`src/pkg/aap_pkg.sv`:
```
// shared types and constants for the advanced audio port
package aap_pkg;

    // stored audio path selection, one of four
    typedef enum logic [1:0] {
        AAP_AUDIO_OFF,
        AAP_CODEC_LIN,
        AAP_CODEC_ALAW,
        AAP_PCM_SLAVE
    } aap_profile_e;

    // word read from the nonvolatile parameter store
    typedef struct packed {
        aap_profile_e profile;
        logic slaveWide;
    } aap_cfg_s;

    localparam int AAP_SYS_KHZ = 200000;
    localparam int AAP_FRAME_KHZ = 8;
    localparam int AAP_LIN_BCLK_KHZ = 480;
    localparam int AAP_ALAW_BCLK_KHZ = 120;
    localparam int AAP_SLAVE_BCLK_MIN_KHZ = 128;
    localparam int AAP_SLAVE_BCLK_MAX_KHZ = 1024;

    // nearest whole divider; exact rates are out of reach of the divider
    function automatic int aap_div_nearest(input int khz);
        return (AAP_SYS_KHZ + khz / 2) / khz;
    endfunction

    localparam int AAP_LIN_DIV_CYC = aap_div_nearest(AAP_LIN_BCLK_KHZ);
    localparam int AAP_ALAW_DIV_CYC = aap_div_nearest(AAP_ALAW_BCLK_KHZ);
    localparam logic [11:0] AAP_LIN_DIV = 12'(AAP_LIN_DIV_CYC);
    localparam logic [11:0] AAP_ALAW_DIV = 12'(AAP_ALAW_DIV_CYC);

    localparam logic [5:0] AAP_LIN_FRAME_BITS = 6'(AAP_LIN_BCLK_KHZ / AAP_FRAME_KHZ);
    localparam logic [5:0] AAP_ALAW_FRAME_BITS = 6'(AAP_ALAW_BCLK_KHZ / AAP_FRAME_KHZ);
    localparam logic [5:0] AAP_LIN_SYNC_BITS = 6'h0D;
    localparam logic [5:0] AAP_ALAW_SYNC_BITS = 6'h0E;
    localparam logic [5:0] AAP_LIN_WIDTH = 6'h0D;
    localparam logic [5:0] AAP_ALAW_WIDTH = 6'h08;
    localparam logic [5:0] AAP_SLAVE_NARROW = 6'h08;
    localparam logic [5:0] AAP_SLAVE_WIDE = 6'h10;
    localparam logic [5:0] AAP_WORD_BITS = 6'h10;
    localparam logic [5:0] AAP_BIT_IDLE = 6'h3F;

endpackage

```
`src/rtl/aap_clk_div.sv`:
```
// bit clock divider: one rise and one fall enable per period
`timescale 1ns/1ps
module aap_clk_div
    import aap_pkg::*;
(
    input wire logic sys_clk,
    input wire logic rst_b,
    input wire logic run,
    input wire logic [11:0] period,
    output logic riseEn,
    output logic fallEn
);
    logic [11:0] cnt_reg;

    always_ff @(posedge sys_clk or negedge rst_b) begin
        if (!rst_b) begin
            cnt_reg <= 12'h000;
        end else if (!run || cnt_reg == period - 12'h001) begin
            cnt_reg <= 12'h000;
        end else begin
            cnt_reg <= cnt_reg + 12'h001;
        end
    end

    // odd periods give a low phase one cycle longer than the high phase
    always_ff @(posedge sys_clk or negedge rst_b) begin
        if (!rst_b) begin
            riseEn <= 1'b0;
            fallEn <= 1'b0;
        end else begin
            riseEn <= run && cnt_reg == 12'h000;
            fallEn <= run && cnt_reg == (period >> 1);
        end
    end
endmodule

```
`src/rtl/aap_port.sv`:
```
// full-duplex pcm audio port with codec-master and pcm-slave profiles
`timescale 1ns/1ps
module aap_port
    import aap_pkg::*;
(
    input wire logic sys_clk,
    input wire logic rst_b,
    input wire aap_cfg_s storedCfg,
    input wire logic [15:0] txSample,
    output logic txTaken,
    output logic [15:0] rxSample,
    output logic rxValid,
    input wire logic bclkIn,
    output logic bclkOut,
    output logic bclkOe,
    input wire logic fsyncIn,
    output logic fsyncOut,
    output logic fsyncOe,
    output logic txdOut,
    output logic txdOe,
    input wire logic rxdIn,
    output aap_profile_e activeProfile
);
    localparam int LinHalfCyc = AAP_LIN_DIV_CYC / 2;

    aap_cfg_s cfg_reg;
    logic cfgLoaded_reg;
    logic bclkS1_reg, bclkS2_reg, bclkS3_reg;
    logic fsyncS1_reg, fsyncS2_reg, fsyncPrev_reg;
    logic rxdS1_reg, rxdS2_reg;
    logic [5:0] bitCnt_reg;
    logic [5:0] bitCnt_next;
    logic [15:0] txShift_reg;
    logic [15:0] rxShift_reg;
    logic [15:0] rxShift_next;
    logic divRise, divFall;
    logic isMaster, isSlave;
    logic launch, sample, slaveStart;
    logic [5:0] width, syncLen, frameBits;

    function automatic logic [5:0] sample_width(input aap_cfg_s c);
        case (c.profile)
            AAP_CODEC_LIN: return AAP_LIN_WIDTH;
            AAP_CODEC_ALAW: return AAP_ALAW_WIDTH;
            AAP_PCM_SLAVE: return c.slaveWide ? AAP_SLAVE_WIDE : AAP_SLAVE_NARROW;
            default: return 6'h00;
        endcase
    endfunction

    // stored parameter is static; caught once after reset release
    always_ff @(posedge sys_clk or negedge rst_b) begin
        if (!rst_b) begin
            cfg_reg <= '{profile: AAP_AUDIO_OFF, slaveWide: 1'b0};
            cfgLoaded_reg <= 1'b0;
        end else if (!cfgLoaded_reg) begin
            cfg_reg <= storedCfg;
            cfgLoaded_reg <= 1'b1;
        end
    end

    always_ff @(posedge sys_clk or negedge rst_b) begin
        if (!rst_b) begin
            activeProfile <= AAP_AUDIO_OFF;
        end else begin
            activeProfile <= cfg_reg.profile;
        end
    end

    assign isMaster = cfgLoaded_reg &&
        (cfg_reg.profile == AAP_CODEC_LIN || cfg_reg.profile == AAP_CODEC_ALAW);
    assign isSlave = cfgLoaded_reg && cfg_reg.profile == AAP_PCM_SLAVE;
    assign width = sample_width(cfg_reg);
    assign syncLen = (cfg_reg.profile == AAP_CODEC_LIN) ? AAP_LIN_SYNC_BITS : AAP_ALAW_SYNC_BITS;
    assign frameBits = (cfg_reg.profile == AAP_CODEC_LIN) ? AAP_LIN_FRAME_BITS
                                                          : AAP_ALAW_FRAME_BITS;

    // nearest-rate divider for the codec profiles
    aap_clk_div uDiv (
        .sys_clk(sys_clk),
        .rst_b(rst_b),
        .run(isMaster),
        .period((cfg_reg.profile == AAP_CODEC_LIN) ? AAP_LIN_DIV : AAP_ALAW_DIV),
        .riseEn(divRise),
        .fallEn(divFall)
    );

    // host-side pins cross into sys_clk through two flops
    always_ff @(posedge sys_clk or negedge rst_b) begin
        if (!rst_b) begin
            bclkS1_reg <= 1'b0;
            bclkS2_reg <= 1'b0;
            bclkS3_reg <= 1'b0;
            fsyncS1_reg <= 1'b0;
            fsyncS2_reg <= 1'b0;
            rxdS1_reg <= 1'b0;
            rxdS2_reg <= 1'b0;
        end else begin
            bclkS1_reg <= bclkIn;
            bclkS2_reg <= bclkS1_reg;
            bclkS3_reg <= bclkS2_reg;
            fsyncS1_reg <= fsyncIn;
            fsyncS2_reg <= fsyncS1_reg;
            rxdS1_reg <= rxdIn;
            rxdS2_reg <= rxdS1_reg;
        end
    end

    // slave follows the host clocks only
    assign launch = isMaster ? divRise : (isSlave && bclkS2_reg && !bclkS3_reg);
    assign sample = isMaster ? divFall : (isSlave && !bclkS2_reg && bclkS3_reg);
    assign slaveStart = isSlave && launch && fsyncS2_reg && !fsyncPrev_reg;

    always_ff @(posedge sys_clk or negedge rst_b) begin
        if (!rst_b) begin
            fsyncPrev_reg <= 1'b0;
        end else if (launch) begin
            fsyncPrev_reg <= fsyncS2_reg;
        end
    end

    // slave counter holds at idle until the first sync, so no stray word
    always_comb begin
        bitCnt_next = bitCnt_reg;
        if (isMaster) begin
            bitCnt_next = (bitCnt_reg == frameBits - 6'h01) ? 6'h00 : bitCnt_reg + 6'h01;
        end else if (slaveStart) begin
            bitCnt_next = 6'h00;
        end else if (bitCnt_reg != AAP_BIT_IDLE) begin
            bitCnt_next = bitCnt_reg + 6'h01;
        end
    end

    always_ff @(posedge sys_clk or negedge rst_b) begin
        if (!rst_b) begin
            bitCnt_reg <= AAP_BIT_IDLE;
        end else if (!cfgLoaded_reg) begin
            bitCnt_reg <= AAP_BIT_IDLE;
        end else if (launch) begin
            bitCnt_reg <= bitCnt_next;
        end
    end

    // clock and sync drive only in codec profiles, txd also in slave; disabled path drives nothing
    always_ff @(posedge sys_clk or negedge rst_b) begin
        if (!rst_b) begin
            bclkOe <= 1'b0;
            fsyncOe <= 1'b0;
            txdOe <= 1'b0;
        end else begin
            bclkOe <= isMaster;
            fsyncOe <= isMaster;
            txdOe <= isMaster || isSlave;
        end
    end

    always_ff @(posedge sys_clk or negedge rst_b) begin
        if (!rst_b) begin
            bclkOut <= 1'b0;
        end else if (!isMaster) begin
            bclkOut <= 1'b0;
        end else if (divRise) begin
            bclkOut <= 1'b1;
        end else if (divFall) begin
            bclkOut <= 1'b0;
        end
    end

    // long sync: high from bit 0 for the profile's sync length
    always_ff @(posedge sys_clk or negedge rst_b) begin
        if (!rst_b) begin
            fsyncOut <= 1'b0;
        end else if (!isMaster) begin
            fsyncOut <= 1'b0;
        end else if (launch) begin
            fsyncOut <= bitCnt_next < syncLen;
        end
    end

    // transmit: word taken at bit 0, sent msb first, left justified
    always_ff @(posedge sys_clk or negedge rst_b) begin
        if (!rst_b) begin
            txShift_reg <= 16'h0000;
            txdOut <= 1'b0;
            txTaken <= 1'b0;
        end else begin
            txTaken <= 1'b0;
            if (!(isMaster || isSlave)) begin
                txdOut <= 1'b0;
            end else if (launch && bitCnt_next == 6'h00) begin
                txdOut <= txSample[15];
                txShift_reg <= {txSample[14:0], 1'b0};
                txTaken <= 1'b1;
            end else if (launch && bitCnt_next < width) begin
                txdOut <= txShift_reg[15];
                txShift_reg <= {txShift_reg[14:0], 1'b0};
            end else if (launch) begin
                txdOut <= 1'b0;
            end
        end
    end

    assign rxShift_next = {rxShift_reg[14:0], rxdS2_reg};

    // receive on the falling edge; word left justified, low bits zero
    always_ff @(posedge sys_clk or negedge rst_b) begin
        if (!rst_b) begin
            rxShift_reg <= 16'h0000;
            rxSample <= 16'h0000;
            rxValid <= 1'b0;
        end else begin
            rxValid <= 1'b0;
            if (sample && bitCnt_reg < width) begin
                rxShift_reg <= rxShift_next;
                if (bitCnt_reg == width - 6'h01) begin
                    rxSample <= rxShift_next << (AAP_WORD_BITS - width);
                    rxValid <= 1'b1;
                end
            end
        end
    end
endmodule

```
`config.mk`:
```
export PLATFORM = sky130hd
export DESIGN_NAME = aap_port
export DESIGN_NICKNAME = d
export VERILOG_FILES = /design/src/pkg/aap_pkg.sv /design/src/rtl/aap_clk_div.sv /design/src/rtl/aap_port.sv
export SDC_FILE = /design/constraint.sdc
export NUM_CORES = 1
export LEC_CHECK = 0
export ABC_AREA = 0
export CAP_MARGIN = 20
export CORE_MARGIN = 4
export CORE_UTILIZATION = 50
export CTS_CLUSTER_DIAMETER = 50
export DETAILED_ROUTE_END_ITERATION = 10
export DONT_BUFFER_PORTS = 1
export PLACE_DENSITY_LB_ADDON = 0.12
export SLEW_MARGIN = 20
export SYNTH_ARGS = -nofsm -noshare
export SYNTH_HDL_FRONTEND = slang
export SYNTH_SLANG_ARGS = --single-unit
```
`constraint.sdc`:
```
create_clock -name sys_clk -period 5.6 [get_ports sys_clk]
set_clock_uncertainty 0.15 [all_clocks]
set_input_delay 1.4 -clock sys_clk [delete_from_list [all_inputs] [get_ports sys_clk]]
set_output_delay 1.4 -clock sys_clk [all_outputs]
set_load 0.02 [all_outputs]
```
==> metrics.txt <==
status completed; worst-path cell chain inv_1, ha_1, buf_4, inv_1, ha_1, nand4b_1, a21oi_4, nand3b_1, o31a_1, inv_1, ha_1, a21o_1, a211oi_1, o211a_1, a221o_1, nand2_1, o311ai_0; CTS tree yes; synth warn 0; r2r setup slk 0.92 ns; Crit-path slowest cell a221o_1; Final nets 486; slew margin rel. 32.7%; hold buffer count at CTS 0; antenna violations before repair 0; Vias 3409; Mapped Area 4630 sq um; Final Power 1.65 mW; CTS HTree Levels 3; global-route wire length before repair 17100 um; crit path launch type flip-flop; Post-synth EDFFs 0; Largest register FFs 16; Post-synth top flop dfrtp_1; 1st-iter DRT viols 163; Total Wirelength 9780 um; Crit. End Element flip-flop; R2R Path Start cfg_reg[2]; Setup CP Type flip-flop to flip-flop; Die X 104 um; RSZ-0062 raised after global routing no; routability cong. 0.943; crit path from cfg_reg[2]; area delta synth->final 5.00%; ANT cells 0; Worst Slack Setup Final 0.918 ns; Setup violations, final 0; commonest cells after routing, fill and taps aside dfrtp_1 (81), nor2_1 (34), nand2_1 (29), o21ai_0 (28), inv_1 (24); Worst Path Max Fanout 26; Hold Path Class flip-flop to flip-flop; Non-Filler Instances 559; fmax 214 MHz; asr flop ratio synth 100%; power per cell area 340 nW/um^2; post-synth cell types 62; initial core utilization 52.3%; count of input and output buffers 0; DRT Pass-1 Iters 4; largest net degree at the start of global routing 88; Root Buffer clkbuf_8; final worst-path cycle share 83.6%; sequential cell area fraction in the yosys report 47.2%; Pleak 2.08 nW; Core ar. 8850 sq um; WL/cell 17.5 um; drt drc 0; GRT Residual Overflow 0; commonest non-fill, non-tap cell in the layout dfrtp_1; CTS sink cnt 87; via/cell ratio 6.10; site row count 34; VDD IR-drop max 0.214 mV; Max-Cap Viols 0; max-slew violations 0; Boundary Pins 50; slowest stage delay, CP 0.47 ns; placed insts 543; DP HPWL 6670 um; crit path capture txdOut; share of layout cells above drive strength 1 12.2%; CTS max path bufs 2; clock-pin transition on the worst setup and hold timing paths 0.08 ns; synthesized area per cell 10.0 sq um; Resized cells post-CTS 0; hold_ws 0.202 ns; Critical Path RT 5.68 ns; die extent in y 104 um; Final Hold Vio Count 0; worst skew pair latency 0.35 ns; Fill cells 781; Worst-Margin Slew 1.01 ns; Post-Synthesis Cells 461; # Post-CTS Setup Buffers 0; gr usage total 19.0%; r2r endpoint txdOut; DP Worst Slack 0.972 ns; setup tns final 0 ns; post-route ant nets 0; Worst Path Arrival 4.76 ns; Worst R2R Path Depth 17; post-route minimum period 4.68 ns; Seq cells post-synth 87; post-synth net total 501; vias in the first global route 3393; total CTS buffers 9; die area 10900 sq um
## final cells by class
type	instances	area (sq um)	share of cell area, %
multi-input cells	319	2210	45.5
flip-flops and latches	87	2180	44.9
clock buffers	10	138	2.83
well taps	108	135	2.78
inverters	25	93.8	1.93
clock inverters	6	67.6	1.39
repair buffers	4	30.0	0.618
## metrics by stage
stage | cell area (sq um) | utilization, %
after floorplan | 4630 | -
after global placement | 4660 | 52.6
after detailed placement | 4660 | 52.6
after CTS | 4860 | 54.9
after global routing | 4860 | 54.9
final | 4860 | 54.9
## cells by family after synthesis
family / Yosys count / share of synthesized area (%)
xor gates and xnor gates: 16 / 3.03
other: 1 / 0.0810
and+or+nand+nor: 143 / 16.1
AOI/OAI and AO/OA: 118 / 18.2
muxes: 25 / 5.92
adders and majority gates: 16 / 4.32
DFF: 87 / 47.2
buffers and inverters: 55 / 5.16
## cells in the mapped netlist, types with 2 or more instances
cell	instances	area, sq um
buf_2	5	25.0
o2111ai_1	2	17.5
a21o_1	2	15.0
nor3_1	6	30.0
a21oi_1	7	35.0
xnor2_1	9	78.8
and4_1	5	43.8
nand2b_1	2	12.5
a211oi_1	5	37.5
a31oi_1	21	131
clkbuf_1	20	75.1
nand3_1	23	115
o21ai_0	28	140
nand4_1	3	18.8
o21a_1	4	30.0
a22o_1	8	70.1
nor2b_1	3	18.8
mux2i_1	6	60.1
dfstp_2	6	158
or3_4	2	22.5
xor2_1	7	61.3
and3_1	5	31.3
a2111oi_0	2	17.5
dfrtp_1	81	2030
o22ai_1	6	37.5
o31ai_1	5	37.5
buf_6	3	33.8
nand3b_1	5	37.5
or3_1	2	12.5
nand2_1	29	109
ha_1	16	200
nor4_1	18	113
mux2_2	19	214
inv_1	24	90.1
nor2_1	34	128
a22oi_1	12	90.1
## layer usage
metal	track usage (%)	vias to the layer above	routed length, um	part of all wire [%]
met5	0	-	0	0
met3	4.78	13	352	3.6
met1	26.6	1667	4680	48
met4	4.56	0	122	1.2
met2	29.8	73	4620	47
li1	-	1656	-	-
## how the worst min path moves through the flow
stage	from	end	slack [ns]	depth (start not counted)
final	rxdS1_reg	rxdS2_reg	0.20	0
after global routing	rxdS1_reg	rxdS2_reg	0.21	0
after CTS	rxdS1_reg	rxdS2_reg	0.20	0
after detailed placement	rxdS1_reg	rxdS2_reg	0.18	0
after global placement	bclkS1_reg	bclkS2_reg	0.18	0
after floorplan	bclkS1_reg	bclkS2_reg	0.18	0
## where the power goes
| group | leakage (nW) | internal [mW] | total [mW] | switching (mW) |
|---|---|---|---|---|
| clock network | 0.0989 | 0.220 | 0.448 | 0.228 |
| registers | 1.13 | 0.708 | 0.770 | 0.0624 |
| logic | 0.851 | 0.166 | 0.434 | 0.268 |
| total | 2.08 | 1.09 | 1.65 | 0.559 |
## critical path: cells and delay by family, from the launching register on
family,cells,cell delay (ns)
and+or+nand+nor,3,0.56
AOI/OAI and AO/OA,7,1.99
buffers and inverters,4,0.66
adders and majority gates,3,0.77
DFF,1,0.44
(Power assumes the default switching activity.)
